`src/rtl/gdfm_pkg.sv`:
```
// Purpose: Shared constants for the gate driver fault manager
// Assumes: 40 MHz core clock, 32-bit AHB-Lite register access
// Notes: Times in microseconds, cycle counts derived from the clock rate
package gdfm_pkg;
   localparam int CLK_MHZ = 40;
   localparam int DG_W = 10;
   localparam int NSW = 4;
   localparam int NBR = 2;
   localparam int NCH = 8;
   localparam int DG_US_0 = 1;
   localparam int DG_US_1 = 2;
   localparam int DG_US_2 = 4;
   localparam int DG_US_3 = 8;
   localparam int HW_DG_US = 4;
   localparam logic [DG_W-1:0] HW_DG_CYC = DG_W'(HW_DG_US * CLK_MHZ);

   function automatic logic [DG_W-1:0] dg_cycles(input logic [1:0] code);
      logic [DG_W-1:0] c;
      c = DG_W'(DG_US_0 * CLK_MHZ);
      case (code)
         2'h1: c = DG_W'(DG_US_1 * CLK_MHZ);
         2'h2: c = DG_W'(DG_US_2 * CLK_MHZ);
         2'h3: c = DG_W'(DG_US_3 * CLK_MHZ);
         default: c = DG_W'(DG_US_0 * CLK_MHZ);
      endcase
      return c;
   endfunction : dg_cycles

   localparam logic [7:0] ADDR_CTRL = 8'h00;
   localparam logic [7:0] ADDR_SUP = 8'h04;
   localparam logic [7:0] ADDR_OC = 8'h08;
   localparam logic [7:0] ADDR_GF = 8'h0c;
   localparam logic [7:0] ADDR_STAT = 8'h10;
   localparam logic [1:0] HTRANS_NONSEQ = 2'h2;
   localparam logic [2:0] SIZE_WORD = 3'h2;

   localparam int CTRL_EN = 0;
   localparam int CTRL_CLR = 1;
   localparam int CTRL_DIAG = 2;
   localparam int CTRL_PU = 3;
   localparam int CTRL_PD = 5;
   localparam int SUP_OVMODE = 0;
   localparam int SUP_OVTHR = 2;
   localparam int SUP_OVDG = 4;
   localparam int SUP_UVMODE = 6;
   localparam int SUP_UVTHR = 7;
   localparam int OC_THR = 0;
   localparam int OC_DG = 4;
   localparam int OC_MODE = 6;
   localparam int OC_ISO = 8;
   localparam int OC_PDS = 9;
   localparam int OC_SINK = 13;
   localparam int OC_BRG = 17;
   localparam int GF_MODE = 0;
   localparam int GF_ISO = 2;
   localparam int GF_THR = 3;
   localparam int GF_DRV = 5;
   localparam int ST_FAULT = 0;
   localparam int ST_WARN = 1;
   localparam int ST_OV = 2;
   localparam int ST_UV = 3;
   localparam int ST_OTW = 4;
   localparam int ST_OVERHEAT_SHUTDOWN_FLAG = 5;
   localparam int ST_OC = 6;
   localparam int ST_GF = 10;

   localparam logic [31:0] CTRL_MASK = 32'h0000007d;
   localparam logic [31:0] SUP_MASK = 32'h000001ff;
   localparam logic [31:0] OC_MASK = 32'h0007ffff;
   localparam logic [31:0] GF_MASK = 32'h0000007f;
   localparam logic [31:0] REG_RST = 32'h00000000;

   localparam logic [1:0] MODE_LATCH = 2'h0;
   localparam logic [1:0] MODE_AUTO = 2'h1;
   localparam logic [1:0] MODE_WARN = 2'h2;
   localparam logic [1:0] MODE_OFF = 2'h3;
   localparam logic UV_LATCH = 1'b0;
   localparam logic [1:0] BRG_INDEP = 2'h0;
   localparam logic [1:0] BRG_SPLIT = 2'h3;
   localparam logic [2:0] LVL_OFF = 3'h6;
   localparam logic [1:0] PUMP_THR_2V = 2'h1;
endpackage : gdfm_pkg

```
`src/rtl/deglitch_filter.sv`:
```
// Purpose: Qualifies a comparator level held for a programmed cycle count
// Assumes: Input synchronous to ref_clk
// Notes: Output rises only after hold_cycles plus one asserted cycles
`timescale 1ns/1ps
module deglitch_filter (
   input wire logic ref_clk,
   input wire logic rst_b,
   input wire logic level_in,
   input wire logic [gdfm_pkg::DG_W-1:0] hold_cycles,
   output logic qualified_q
);
   import gdfm_pkg::*;
   logic [DG_W-1:0] cnt_q;

   always_ff @(posedge ref_clk or negedge rst_b)
   begin
      if (!rst_b)
      begin
         cnt_q <= '0;
         qualified_q <= 1'b0;
      end
      else
      begin
         if (!level_in)
            cnt_q <= '0;
         else if (cnt_q < hold_cycles)
            cnt_q <= cnt_q + 1'b1;
         qualified_q <= level_in && (cnt_q >= hold_cycles);
      end
   end
endmodule : deglitch_filter

```
`src/rtl/gate_driver_fault_manager.sv`:
```
// Purpose: Fault detection, response and offline diagnostics of a gate driver
// Assumes: Comparator inputs synchronous to ref_clk, AHB-Lite register access
// Notes: Registered outputs; a set always beats a clear
// Function
// - Qualified supply overvoltage acts per mode
// - Latched overvoltage holds fault until clear
// - Auto overvoltage releases fault, flag stays
// - Warning overvoltage sets flags, drivers untouched
// - Overvoltage off when disabled or pin variant
// - Pump undervoltage pulls down and faults
// - Latched undervoltage also stops charge pump
// - Auto undervoltage releases fault, flag stays
// - Pin variant: auto recovery, fixed threshold
// - Overcurrent from threshold and deglitch fields
// - Isolation selects all or faulted bridge
// - Latched overcurrent holds fault until clear
// - Cycle mode: next PWM releases fault
// - Overcurrent warning and disabled modes
// - Pin variant fixes overcurrent, top level disables
// - Fault pulldown strength selection
// - Gate fault detection with isolation choice
// - Gate fault modes mirror overcurrent
// - Pin variant fixes gate fault handling
// - Thermal warning sticky flags, not pin variant
// - Thermal shutdown latched, pin variant auto
// - Host diagnostic sequence with node sources
// - Diagnostics show live overcurrent comparator outputs
// - Clear command self-resets, needs condition gone
`timescale 1ns/1ps
module gate_driver_fault_manager (
   input wire logic ref_clk,
   input wire logic rst_b,
   input wire logic hsel,
   input wire logic [31:0] haddr,
   input wire logic [1:0] htrans,
   input wire logic hwrite,
   input wire logic [2:0] hsize,
   input wire logic [31:0] hwdata,
   input wire logic hready,
   output logic hreadyout,
   output logic [31:0] hrdata,
   output logic hresp,
   input wire logic pin_config_variant,
   input wire logic [2:0] threshold_multilevel_pin,
   input wire logic sup_ov_cmp,
   input wire logic pump_uv_cmp,
   input wire logic [gdfm_pkg::NSW-1:0] oc_cmp,
   input wire logic [gdfm_pkg::NSW-1:0] gf_cmp,
   input wire logic overheat_warn_cmp,
   input wire logic overheat_sd_cmp,
   input wire logic [gdfm_pkg::NBR-1:0] pwm_in,
   output logic [gdfm_pkg::NBR-1:0] gate_pulldown_q,
   output logic [3:0] pulldown_strength_q,
   output logic pump_disable_q,
   output logic interrupt_out_n_o_q,
   output logic interrupt_out_n_oe_q,
   output logic [gdfm_pkg::NBR-1:0] switch_node_pullup_on_q,
   output logic [gdfm_pkg::NBR-1:0] switch_node_pulldown_on_q,
   output logic [1:0] supply_ov_threshold_q,
   output logic [1:0] pump_uv_threshold_q,
   output logic [3:0] drain_source_threshold_q,
   output logic [1:0] gate_source_threshold_q
);
   import gdfm_pkg::*;

   logic [31:0] ctrl_q, sup_q, oc_q, gf_q, hrdata_q, stat_word, rd_mux;
   logic clr_q, hready_q, ap_valid_q, ap_write_q, ap_word_q;
   logic [7:0] ap_addr_q;
   logic hw, drv_en, diag_en, sup_en, sup_det, uv_det, uv_mode_e;
   logic [1:0] sup_mode, oc_mode_e, gf_mode_e, topo;
   logic iso_oc, iso_gf, topo_ok;
   logic [DG_W-1:0] oc_hold, gf_hold;
   logic sup_flag_q, sup_flt_q, uv_flag_q, uv_flt_q, uv_cpoff_q;
   logic otw_q, overheat_shutdown_flag_q, warn_q, fault_q, fault_any, warn_ev;
   logic [NCH-1:0] ch_cmp, ch_det, ch_flag_q, ch_flt_q, ch_warn;
   logic [NBR-1:0] pwm_prev_q, pwm_rise, br_local;
   logic global_oc, stop_all;

   assign hreadyout = hready_q;
   assign hrdata = hrdata_q;
   assign hresp = 1'b0;

   // Pin variant overrides
   assign hw = pin_config_variant;
   assign drv_en = ctrl_q[CTRL_EN] | hw;
   assign diag_en = ctrl_q[CTRL_DIAG] & ~hw;
   assign sup_mode = sup_q[SUP_OVMODE+:2];
   assign sup_en = !hw && (sup_mode != MODE_OFF);
   assign uv_mode_e = hw ? ~UV_LATCH : sup_q[SUP_UVMODE];
   // fixed cycle mode, top level off
   assign oc_mode_e = hw ? ((threshold_multilevel_pin == LVL_OFF) ? MODE_OFF : MODE_AUTO) : oc_q[OC_MODE+:2];
   assign gf_mode_e = hw ? ((threshold_multilevel_pin == LVL_OFF) ? MODE_OFF : MODE_AUTO) : gf_q[GF_MODE+:2];
   assign oc_hold = hw ? HW_DG_CYC : dg_cycles(oc_q[OC_DG+:2]);
   assign gf_hold = hw ? HW_DG_CYC : dg_cycles(gf_q[GF_DRV+:2]);
   assign topo = oc_q[OC_BRG+:2];
   // isolation only in independent or split topology
   assign topo_ok = (topo == BRG_INDEP) || (topo == BRG_SPLIT);
   assign iso_oc = topo_ok && (hw || oc_q[OC_ISO]);
   assign iso_gf = topo_ok && (hw || gf_q[GF_ISO]);
   assign ch_cmp = {gf_cmp, oc_cmp};
   assign pwm_rise = pwm_in & ~pwm_prev_q;

   deglitch_filter u_sup_dg (
      .ref_clk(ref_clk),
      .rst_b(rst_b),
      .level_in(sup_ov_cmp & sup_en),
      .hold_cycles(dg_cycles(sup_q[SUP_OVDG+:2])),
      .qualified_q(sup_det)
   );

   deglitch_filter u_uv_dg (
      .ref_clk(ref_clk),
      .rst_b(rst_b),
      .level_in(pump_uv_cmp),
      .hold_cycles(dg_cycles(sup_q[SUP_OVDG+:2])),
      .qualified_q(uv_det)
   );

   for (genvar c = 0; c < NCH; c++)
   begin : g_ch
      deglitch_filter u_dg (
         .ref_clk(ref_clk),
         .rst_b(rst_b),
         .level_in(ch_cmp[c]),
         .hold_cycles(c < NSW ? oc_hold : gf_hold),
         .qualified_q(ch_det[c])
      );
   end

   // AHB-Lite slave; reads take one wait state so a write just before is seen
   always_ff @(posedge ref_clk or negedge rst_b)
   begin
      if (!rst_b)
      begin
         ap_valid_q <= 1'b0;
         ap_write_q <= 1'b0;
         ap_word_q <= 1'b0;
         ap_addr_q <= 8'h00;
         hready_q <= 1'b1;
         hrdata_q <= REG_RST;
      end
      else
      begin
         if (hready)
         begin
            ap_valid_q <= hsel && (htrans == HTRANS_NONSEQ);
            ap_write_q <= hwrite;
            ap_word_q <= (hsize == SIZE_WORD);
            ap_addr_q <= haddr[7:0];
            if (hsel && (htrans == HTRANS_NONSEQ) && !hwrite)
               hready_q <= 1'b0;
         end
         if (!hready_q)
         begin
            hrdata_q <= rd_mux;
            hready_q <= 1'b1;
         end
      end
   end

   always_ff @(posedge ref_clk or negedge rst_b)
   begin
      if (!rst_b)
      begin
         ctrl_q <= REG_RST;
         sup_q <= REG_RST;
         oc_q <= REG_RST;
         gf_q <= REG_RST;
         clr_q <= 1'b0;
      end
      else
      begin
         clr_q <= 1'b0;
         if (ap_valid_q && ap_write_q && ap_word_q && hready)
         begin
            case (ap_addr_q)
               ADDR_CTRL:
               begin
                  ctrl_q <= hwdata & CTRL_MASK;
                  clr_q <= hwdata[CTRL_CLR] & ~hw;
               end
               ADDR_SUP: sup_q <= hwdata & SUP_MASK;
               ADDR_OC: oc_q <= hwdata & OC_MASK;
               ADDR_GF: gf_q <= hwdata & GF_MASK;
               default: clr_q <= 1'b0;
            endcase
         end
      end
   end

   always_comb
   begin
      stat_word = REG_RST;
      stat_word[ST_FAULT] = fault_q;
      stat_word[ST_WARN] = warn_q;
      stat_word[ST_OV] = sup_flag_q;
      stat_word[ST_UV] = uv_flag_q;
      stat_word[ST_OTW] = otw_q;
      stat_word[ST_OVERHEAT_SHUTDOWN_FLAG] = overheat_shutdown_flag_q;
      stat_word[ST_OC+:NSW] = diag_en ? oc_cmp : ch_flag_q[NSW-1:0];
      stat_word[ST_GF+:NSW] = ch_flag_q[NCH-1:NSW];
      case (ap_addr_q)
         ADDR_CTRL: rd_mux = ctrl_q;
         ADDR_SUP: rd_mux = sup_q;
         ADDR_OC: rd_mux = oc_q;
         ADDR_GF: rd_mux = gf_q;
         ADDR_STAT: rd_mux = stat_word;
         default: rd_mux = REG_RST;
      endcase
   end

   // Supply overvoltage; a set always wins over a clear
   always_ff @(posedge ref_clk or negedge rst_b)
   begin
      if (!rst_b)
      begin
         sup_flag_q <= 1'b0;
         sup_flt_q <= 1'b0;
      end
      else
      begin
         if (sup_det && sup_en)
            sup_flag_q <= 1'b1;
         else if (clr_q)
            sup_flag_q <= 1'b0;
         if (sup_det && (sup_mode == MODE_LATCH || sup_mode == MODE_AUTO))
            sup_flt_q <= 1'b1;
         else if (clr_q || sup_mode != MODE_LATCH)
            sup_flt_q <= 1'b0;
      end
   end

   // Pump undervoltage
   always_ff @(posedge ref_clk or negedge rst_b)
   begin
      if (!rst_b)
      begin
         uv_flag_q <= 1'b0;
         uv_flt_q <= 1'b0;
         uv_cpoff_q <= 1'b0;
      end
      else
      begin
         if (uv_det)
            uv_flag_q <= 1'b1;
         else if (clr_q)
            uv_flag_q <= 1'b0;
         if (uv_det)
            uv_flt_q <= 1'b1;
         else if (clr_q || uv_mode_e != UV_LATCH)
            uv_flt_q <= 1'b0;
         if (uv_det && uv_mode_e == UV_LATCH)
            uv_cpoff_q <= 1'b1;
         else if (clr_q || uv_mode_e != UV_LATCH)
            uv_cpoff_q <= 1'b0;
      end
   end

   always_ff @(posedge ref_clk or negedge rst_b)
   begin
      if (!rst_b)
      begin
         ch_flag_q <= '0;
         ch_flt_q <= '0;
         pwm_prev_q <= '0;
      end
      else
      begin
         pwm_prev_q <= pwm_in;
         for (int c = 0; c < NCH; c++)
         begin
            if (ch_det[c] && ((c < NSW ? oc_mode_e : gf_mode_e) != MODE_OFF))
               ch_flag_q[c] <= 1'b1;
            else if (clr_q)
               ch_flag_q[c] <= 1'b0;
            if (ch_det[c] && ((c < NSW ? oc_mode_e : gf_mode_e) inside {MODE_LATCH, MODE_AUTO}))
               ch_flt_q[c] <= 1'b1;
            else if (clr_q || ((c < NSW ? oc_mode_e : gf_mode_e) == MODE_AUTO && pwm_rise[(c % NSW) / 2]))
               ch_flt_q[c] <= 1'b0;
         end
      end
   end

   always_comb
   begin
      for (int c = 0; c < NCH; c++)
         ch_warn[c] = ch_det[c] && ((c < NSW ? oc_mode_e : gf_mode_e) == MODE_WARN);
   end

   always_comb
   begin
      for (int b = 0; b < NBR; b++)
         br_local[b] = ((|ch_flt_q[2*b+:2]) && iso_oc) || ((|ch_flt_q[NSW+2*b+:2]) && iso_gf);
   end
   assign global_oc = ((|ch_flt_q[NSW-1:0]) && !iso_oc) || ((|ch_flt_q[NCH-1:NSW]) && !iso_gf);
   assign stop_all = sup_flt_q || uv_flt_q || overheat_shutdown_flag_q || global_oc;
   assign fault_any = sup_flt_q || uv_flt_q || overheat_shutdown_flag_q || (|ch_flt_q);
   assign warn_ev = (sup_det && sup_mode == MODE_WARN) || (overheat_warn_cmp && !hw) || (|ch_warn);

   // Thermal and summary flags
   always_ff @(posedge ref_clk or negedge rst_b)
   begin
      if (!rst_b)
      begin
         otw_q <= 1'b0;
         overheat_shutdown_flag_q <= 1'b0;
         warn_q <= 1'b0;
         fault_q <= 1'b0;
      end
      else
      begin
         if (overheat_warn_cmp && !hw)
            otw_q <= 1'b1;
         else if (clr_q)
            otw_q <= 1'b0;
         if (overheat_sd_cmp)
            overheat_shutdown_flag_q <= 1'b1;
         else if (clr_q || hw)
            overheat_shutdown_flag_q <= 1'b0;
         if (warn_ev)
            warn_q <= 1'b1;
         else if (clr_q)
            warn_q <= 1'b0;
         fault_q <= fault_any;
      end
   end

   // Outputs, all registered
   always_ff @(posedge ref_clk or negedge rst_b)
   begin
      if (!rst_b)
      begin
         gate_pulldown_q <= '1;
         pulldown_strength_q <= 4'h0;
         pump_disable_q <= 1'b0;
         interrupt_out_n_o_q <= 1'b0;
         interrupt_out_n_oe_q <= 1'b0;
         switch_node_pullup_on_q <= '0;
         switch_node_pulldown_on_q <= '0;
         supply_ov_threshold_q <= 2'h0;
         pump_uv_threshold_q <= 2'h0;
         drain_source_threshold_q <= 4'h0;
         gate_source_threshold_q <= 2'h0;
      end
      else
      begin
         for (int b = 0; b < NBR; b++)
            gate_pulldown_q[b] <= !drv_en || stop_all || br_local[b];
         pulldown_strength_q <= ((|ch_flt_q[NSW-1:0]) && !hw) ? oc_q[OC_PDS+:4] : oc_q[OC_SINK+:4];
         pump_disable_q <= uv_cpoff_q || overheat_shutdown_flag_q;
         interrupt_out_n_o_q <= 1'b0;
         interrupt_out_n_oe_q <= fault_any;
         switch_node_pullup_on_q <= diag_en ? ctrl_q[CTRL_PU+:NBR] : '0;
         switch_node_pulldown_on_q <= diag_en ? ctrl_q[CTRL_PD+:NBR] : '0;
         supply_ov_threshold_q <= sup_q[SUP_OVTHR+:2];
         pump_uv_threshold_q <= hw ? PUMP_THR_2V : sup_q[SUP_UVTHR+:2];
         drain_source_threshold_q <= oc_q[OC_THR+:4];
         gate_source_threshold_q <= gf_q[GF_THR+:2];
      end
   end
endmodule : gate_driver_fault_manager

```
`config.mk`:
```
export PLATFORM = sky130hd
export DESIGN_NAME = gate_driver_fault_manager
export DESIGN_NICKNAME = d
export VERILOG_FILES = /design/src/rtl/gdfm_pkg.sv /design/src/rtl/deglitch_filter.sv /design/src/rtl/gate_driver_fault_manager.sv
export SDC_FILE = /design/constraint.sdc
export NUM_CORES = 1
export LEC_CHECK = 0
export ABC_AREA = 1
export BUFFER_PORTS_ARGS = -buffer_cell sky130_fd_sc_hd__buf_2
export CORE_ASPECT_RATIO = 0.5
export CORE_UTILIZATION = 25
export CTS_BUF_LIST = sky130_fd_sc_hd__clkbuf_4
export CTS_CLUSTER_DIAMETER = 60
export DETAILED_ROUTE_END_ITERATION = 8
export GPL_ROUTABILITY_DRIVEN = 0
export PLACE_DENSITY = 0.5
export SETUP_SLACK_MARGIN = 0.5
export SYNTH_ARGS = -nofsm -noshare
export SYNTH_HDL_FRONTEND = slang
export SYNTH_HIERARCHICAL = 1
export SYNTH_SLANG_ARGS = --single-unit
```
`constraint.sdc`:
```
create_clock -name ref_clk -period 2.65 [get_ports ref_clk]
set_input_delay 0.265 -clock ref_clk [delete_from_list [all_inputs] [get_ports ref_clk]]
set_output_delay 0.265 -clock ref_clk [all_outputs]
set_load 0.02 [all_outputs]
```
==> results.tsv, run 1 <==
stage	metric	value	unit
outcome	status	finished clean	
logic_synthesis	post-synth-top-area-cell	dfrtp_1	
power	power_frac_seq	47.4	%
global_route	groute.usage.overall	13.4	%
cts	h-tree-depth	3	
logic_synthesis	async_flop_share	100	%
drt	dr.first_iter.drc_count	865	
logic_synthesis	synth_area	0.0149	sq mm
cts	ctsLongestPathBuffers	3	
sta	timing.final.crit_share	79.2	%
logic_synthesis	yosysTopAreaCellShare	38.3	%
finish	layout-drive-gt1-share	20.3	%
cts	clockRootBuffer	clkbuf_4	
worst_setup_path	cp-endpoint	g_ch[6].u_dg/cnt_q[2]	
power	p_comb_share	11.0	%
cts	cts.sinks	231	
min_path	hold_class	in2async	
drt	routed_wirelength	40500	microns
floorplanning	dieArea	0.0606	sq mm
logic_synthesis	ys_ff_latch	231	
logic_synthesis	synth-adder-area-share	9.24	%
sta	hold_viol	0	
logic_synthesis	synth-edff-count	0	
logic_synthesis	synthCells	2040	
worst_setup_path	crit_family	buffers and inverters	
power	clkPwrFrac	41.6	%
drt	dr.pass1.iters	5	
global_route	grt_max_degree	65	
drt	drc	0	
worst_setup_path	worst-path-buf-inv	4	
global_route	grt_pass1_vias	12900	
logic_synthesis	yosys_warnings	6	
drt	vias	13300	
logic_synthesis	synth_mux_area_share	0	%
sta	worstMarginPinSlew	0.715	ns
cts	clk_pin_slew	0.06	ns
cts	cts_tree	built	
sta	rsz0062_at_grt	true	
finish	final_cells	3117	
worst_setup_path	cp_cell_sequence	buf_6, o21ai_2, buf_6, inv_1, ha_1, nand2_1, nand2_2, a21oi_4, nand3_4, buf_6, nand3_1, nand2_1	
finish	fillers	6247	
power	p_sw	2.28	mW
global_route	grt_pass1_wl	65900	microns
worst_setup_path	cp_max_fo	6	
finish	seq_area	0.00579	sq mm
worst_setup_path	startpoint	gf_q[5]	
finish	multi_input_area	0.00845	sq mm
placement	post-dp-hpwl	28800	microns
worst_setup_path	crit_top_cell	buf_6	
worst_setup_path	rrSetupSlack	0.55	ns
worst_setup_path	critical_path_arrival	2.68	ns
worst_setup_path	critPathRequiredTime	3.23	ns
finish	layout.nets	2509	
logic_synthesis	yosys-top-cells-area	dfrtp_1 (38%), nand2_1 (17%), ha_1 (9.2%)	
sta	relSlewSlack	52.3	%
finish	final_cell_mix	nand2_1 (630), inv_1 (251), dfrtp_1 (226)	
logic_synthesis	yosys.area_share.simple	33.5	%
worst_setup_path	cp-start-kind	flip-flop	
logic_synthesis	ys.flop_type	dfrtp_1	
placement	numPlacedInstances	2925	
floorplanning	pin_count	149	
worst_setup_path	cpPeakStageDelay	0.44	ns
worst_setup_path	reg2reg_to	g_ch[6].u_dg/cnt_q[2]	
floorplanning	fp.dieH	175	microns
worst_setup_path	cp.depth	12	
floorplanning	rows	62	
power	p_int	5.67	mW
job	maxCapViolCount	0	
logic_synthesis	synth_top_family_by_area	simple AND/OR/NAND/NOR gates	
placement	portBuffers	96	
floorplanning	initial_core_util	25.6	%
cts	cts_made_buffers	67	
floorplanning	die_x	347	microns
sta	period_needed	2.10	ns
finish	syn2layout_area_growth	25.7	%
sta	worst_clock_skew	0.0397	ns
finish	mostFrequentLayoutCell	nand2_1	
power	powerDensity	425	mW/mm^2
cts	clk_latency	0.73	ns
sta	drv_slew	0	
sta	fmax	476	MHz
sta	setup_viol	0	
power	ir_drop	244	uV
worst_setup_path	worst-r2r-cell-count	12	
worst_setup_path	cp_slowest_cell	dfrtp_1	
power	p_leak	9.87	nW
logic_synthesis	yosysSeqAreaShare	38.9	%
worst_setup_path	critical_path_class	reg2reg	
sta	whs	0.0712	ns
drt	avgViaCountPerCell	4.25	
global_route	overflow	0	
power	swShare	28.7	%
drt	wl_per_cell	13.0	microns
floorplanning	core	0.0581	sq mm
logic_synthesis	synth_compound_area_share	5.65	%
logic_synthesis	synth-xor-area-share	2.41	%
drt	antenna_left	0	
logic_synthesis	syn_avg_cell_area	7.30	sq um
worst_setup_path	regToRegStartpoint	gf_q[5]	
logic_synthesis	synth_cell_types	39	
global_route	antenna_found_initial	2	
sta	tns	0	ns
worst_setup_path	endpoint_kind	flip-flop	
cell usage after synthesis, drive strengths merged, types with 21 or more instances:
master and number:
a21oi 42, buf 44, clkbuf 21, dfrtp 228
ha 110, inv 291, nand2 677, nand3 249
nand4 21, nor2 205, o21ai 75, xor2 41
what timing repair did:
item	CTS	global route
hold buffers	55	0
pin swaps	13	55
buffers inserted	14	9
cloned	0	3
setup endpoints to repair	95	99
gates resized for setup	56	120
endpoints found under the hold margin	395	0
logic make-up (layout without fill, tap and decap cells):
kind of cell / after synthesis / in the layout
flip-flops: 231 / 231
AO/OA/AOI/OAI: 138 / 138
other: 1 / 57
XOR/XNOR: 41 / 41
AND/OR/NAND/NOR: 1163 / 1163
buffers and inverters: 356 / 609
adder cells (fa/ha/maj): 110 / 110
worst register-to-register path, cell delays in order (launching register included):
cell     delay, ns
dfrtp_1       0.44
buf_6         0.17
o21ai_2       0.15
buf_6         0.13
inv_1         0.04
ha_1          0.30
nand2_1       0.08
nand2_2       0.06
a21oi_4       0.18
nand3_4       0.13
buf_6         0.15
nand3_1       0.06
nand2_1       0.06
routing by layer:
metal | vias up | share of wire [%] | GRT usage [%] | wire length [microns]
met1 | 6134 | 47 | 17.0 | 18900
met2 | 154 | 48 | 22.7 | 19500
li1 | 6920 | - | - | -
met4 | 0 | 2.1 | 4.09 | 852
met5 | - | 0 | 0 | 0
met3 | 54 | 2.9 | 2.90 | 1190
layout make-up:
type                       instances  area share (%)
multi-input combinational       1507            45.2
sequential                       231            30.9
timing repair buffer             208            8.45
inverter                         291            6.02
tap                              768            5.13
clock buffer                      93            3.73
clock inverter                    16           0.541
timing repair inverter             1          0.0267
antenna                            2          0.0267
how the worst min path moves through the flow:
stage	start	end	depth (start not counted)
after floorplan	rst_b	ap_addr_q[0]	0
after global placement	rst_b	g_ch[3].u_dg/cnt_q[3]	1
after detailed placement	rst_b	g_ch[3].u_dg/cnt_q[1]	1
after CTS	threshold_multilevel_pin[1]	warn_q	5
after global routing	rst_b	g_ch[3].u_dg/cnt_q[2]	2
final	rst_b	g_ch[3].u_dg/cnt_q[2]	2
flip-flops by register name (all words and copies together), names as in the netlist, 4 cells and up:
signal                    cells
ch_flag_q                     8
u_sup_dg/cnt_q               10
g_ch.u_dg/cnt_q              80
ch_flt_q                      8
sup_q                         9
u_uv_dg/cnt_q                10
oc_q                         19
g_ch.u_dg/qualified_q         8
pulldown_strength_q           4
drain_source_threshold_q      4
gf_q                          7
ctrl_q                        6
hrdata                       19
ap_addr_q                     8
per-stage QoR:
stage | setup WS (ns) | cell area, sq um | total power, mW | utilization, %
floorplan | 0.463 | 15100 | 4.29 | -
global placement | 0.226 | 16400 | 4.59 | 28.2
detailed placement | 0.164 | 16400 | 4.60 | 28.2
CTS | 0.484 | 18100 | 8.11 | 31.1
global route | 0.432 | 18700 | 8.46 | 32.2
finish | 0.550 | 18700 | 7.95 | 32.2
power by group through the flow:
stage                     combinational, mW  sequential [mW]  clock (mW)
after global placement                0.755             3.83           0
final                                 0.870             3.77        3.31
after global routing                  0.993             3.79        3.68
after CTS                             0.846             3.77        3.50
after detailed placement              0.768             3.83           0
after floorplan                       0.441             3.85           0
Note: power is estimated with default switching activity, not from simulation.
==> inputs of run 2 (changes only) <==
ABC_AREA = 0   (was 1)
PLACE_DENSITY = 0.51   (was 0.5)
clock period = 2.2 ns   (was 2.65 ns; I/O delays follow)
==> run 2 against run 1 <==
  * The run now ends with negative setup slack left
  * Sequential power is 19% higher
  * Fmax fell by 21%
  * First-iteration DRC count fell by 19%
  * Register-to-register slack lost 1.0 ns
  * Worst hold slack improved by 0.059 ns
  * Power is 18% higher
  * Final cell count fell by 20%
  * Cell area increased by 2.6%
  * Non-clock buffer count is 170 higher
  * Synthesized cell count down 35%
  * Routed wire length fell by 3.7%
  * Utilization grew 5.5 points
  * Critical path type unchanged
==> results.tsv, run 2 <==
stage	metric	value	unit
floorplanning	pin_count	149	
logic_synthesis	ys_top_cells_by_count	dfrtp_1 (228), inv_1 (140), ha_1 (110), a21oi_1 (102), nor2_1 (74)	
cts	h-tree-depth	2	
logic_synthesis	yosysSeqAreaShare	44.2	%
drt	avgViaCountPerCell	4.72	
sta	rsz0062_at_grt	true	
global_route	overflow	0	
logic_synthesis	syn_avg_cell_area	9.92	sq um
sta	fin_ws	-0.464	ns
power	power_frac_seq	47.9	%
worst_setup_path	crit_family	compound AO/OA/AOI/OAI gates	
power	p_comb_share	12.0	%
power	clkPwrFrac	40.1	%
finish	final_cell_mix	dfrtp_1 (220), buf_4 (154), inv_1 (115)	
logic_synthesis	synth_area	0.0131	sq mm
logic_synthesis	ys.flop_type	dfrtp_1	
power	ir_drop	315	uV
finish	mostFrequentLayoutCell	dfrtp_1	
drt	vias	11800	
sta	worst_clock_skew	0.0676	ns
placement	portBuffers	96	
sta	tns	-32.90	ns
global_route	groute.usage.overall	14.3	%
placement	numPlacedInstances	2240	
floorplanning	fp.dieH	164	microns
floorplanning	die_x	326	microns
sta	timing.final.crit_share	121	%
power	powerDensity	487	mW/mm^2
logic_synthesis	synthCells	1320	
drt	routed_wirelength	39000	microns
global_route	grt_pass1_wl	61700	microns
worst_setup_path	worst-path-buf-inv	2	
cts	ctsLongestPathBuffers	3	
finish	layout-drive-gt1-share	38.7	%
floorplanning	initial_core_util	25.7	%
logic_synthesis	synth_cell_types	56	
cts	cts_tree	built	
logic_synthesis	async_flop_share	100	%
global_route	antenna_found_initial	3	
sta	hold_viol	0	
outcome	violations	negative setup slack	
worst_setup_path	cp_slowest_cell	a2111o_1	
finish	syn2layout_area_growth	46.7	%
min_path	hold_class	in2reg	
worst_setup_path	cp-start-kind	flip-flop	
drt	dr.pass1.iters	5	
outcome	status	finished, violations left	
sta	setup_viol	110	
logic_synthesis	synth-edff-count	0	
worst_setup_path	critPathRequiredTime	2.84	ns
cts	clk_latency	0.77	ns
sta	drv_slew	0	
power	p_leak	8.59	nW
power	swShare	29.0	%
finish	final_cells	2508	
logic_synthesis	yosysTopAreaCellShare	43.6	%
power	p_int	6.63	mW
logic_synthesis	yosys_warnings	6	
finish	layout.nets	1970	
job	maxCapViolCount	0	
worst_setup_path	crit_top_cell	a21oi_2	
finish	top_register	g_ch.u_dg/cnt_q	
cts	clk_pin_slew	0.08	ns
drt	wl_per_cell	15.5	microns
sta	period_needed	2.66	ns
logic_synthesis	yosysMostFrequentCell	dfrtp_1	
worst_setup_path	critical_path_arrival	3.30	ns
sta	worstMarginPinSlew	0.638	ns
finish	final_core_util	37.7	%
floorplanning	core	0.0509	sq mm
drt	drc	0	
sta	relSlewSlack	57.3	%
global_route	grt_pass1_vias	11800	
finish	largest_reg_flops	80	
sta	fmax	375	MHz
cts	cts_made_buffers	60	
cts	cts.sinks	231	
worst_setup_path	cpPeakStageDelay	0.51	ns
logic_synthesis	post-synth-top-area-cell	dfrtp_1	
worst_setup_path	cp_max_fo	6	
placement	post-dp-hpwl	25100	microns
logic_synthesis	yosys-top-cells-area	dfrtp_1 (44%), ha_1 (11%), mux2_2 (5.2%)	
worst_setup_path	critical_path_class	reg2reg	
global_route	grt_max_degree	62	
worst_setup_path	endpoint_kind	flip-flop	
drt	antenna_left	0	
cts	clockRootBuffer	clkbuf_4	
drt	dr.first_iter.drc_count	700	
floorplanning	dieArea	0.0533	sq mm
worst_setup_path	cp_cell_sequence	nor3_4, inv_1, ha_4, a21oi_2, o21ai_1, a2111o_1, buf_4, or4_1, a21oi_2	
floorplanning	rows	58	
logic_synthesis	ys_ff_latch	231	
power	p_sw	2.71	mW
[run 2: cell count changes after synthesis, moves of 22 or more]
cell     delta
or4_1      +50
o21ai_0    +22
nor2_1    -100
a21oi_1    +70
mux2_2     +60
nand3_1   -195
nand2_1   -596
xor2_1     -40
nor2_2     -30
inv_1     -121
or3_1      +30
o31ai_1    +49
a22o_1     +22
[run 2: cell type report]
cell class	instances	area [sq um]
diodes	3	7.51
clock buffers	82	616
well taps	690	863
multi-input cells	957	8080
inverters	140	563
fillers	5078	31700
clock inverters	27	125
flip-flops and latches	231	5790
repair buffers	378	3150
[run 2: final timing paths]
kind	startpoint	endpoint	slack, ns	depth (start not counted)
worst max-delay path	gf_q[6]	g_ch[4].u_dg/cnt_q[5]	-0.46	9
worst min-delay path	pwm_in[1]	pwm_prev_q[1]	0.13	2
worst max register to register	gf_q[6]	g_ch[4].u_dg/cnt_q[5]	-0.46	9
worst min register to register	oc_q[3]	drain_source_threshold_q[3]	0.40	0
max in group asynchronous	rst_b	oc_q[5]	0.99	4
min in group asynchronous	rst_b	g_ch[5].u_dg/cnt_q[5]	0.53	3
[run 2: cell families after synthesis]
| logic type | synth area share [%] |
|---|---|
| AND/OR/NAND/NOR | 16.2 |
| adder cells (fa/ha/maj) | 10.5 |
| other | 0.0287 |
| multiplexers | 6.86 |
| XOR/XNOR | 0.736 |
| buffers and inverters | 6.23 |
| flip-flops | 44.2 |
| AO/OA/AOI/OAI | 15.2 |
[run 2: metal layers]
layer	up-vias	GRT usage (%)	wire, microns
met4	0	4.16	747
li1	5750	-	-
met3	59	2.43	1310
met1	5831	18.4	17500
met2	198	24.5	19400
met5	-	0	0
[run 2: worst register-to-register path, stage by stage, from the launching register on]
cell and delay [ns]:
dfrtp_2 0.49, nor3_4 0.25, inv_1 0.12, ha_4 0.24, a21oi_2 0.13, o21ai_1 0.08, a2111o_1 0.51, buf_4 0.18
or4_1 0.42, a21oi_2 0.12
[run 2: stage by stage]
stage	worst slack, ns	hold slack (ns)	total power, mW	area, sq um
2_1_floorplan	-0.234	-0.0756	5.02	13500
3_3_place_gp	-0.560	0.162	5.38	15600
3_5_place_dp	-0.614	0.164	5.38	15600
4_1_cts	-0.449	0.0644	9.45	18500
5_1_grt	-0.554	0.0776	9.88	19200
6_report	-0.464	0.130	9.35	19200
[run 2: power groups by stage]
stage | clock (mW) | sequential (mW) | combinational, mW
after detailed placement | 0 | 4.56 | 0.829
after global placement | 0 | 4.55 | 0.821
final | 3.75 | 4.47 | 1.12
after floorplan | 0 | 4.55 | 0.477
after CTS | 3.91 | 4.47 | 1.06
after global routing | 4.15 | 4.49 | 1.24
[run 2: what timing repair did]
action | in CTS | in global routing
pin swaps | 100 | 72
setup endpoints to repair | 163 | 172
hold endpoints to repair | 396 | 0
hold buffers | 58 | 0
resized for setup | 204 | 146
buffers inserted | 69 | 18
gates cloned | 10 | 2
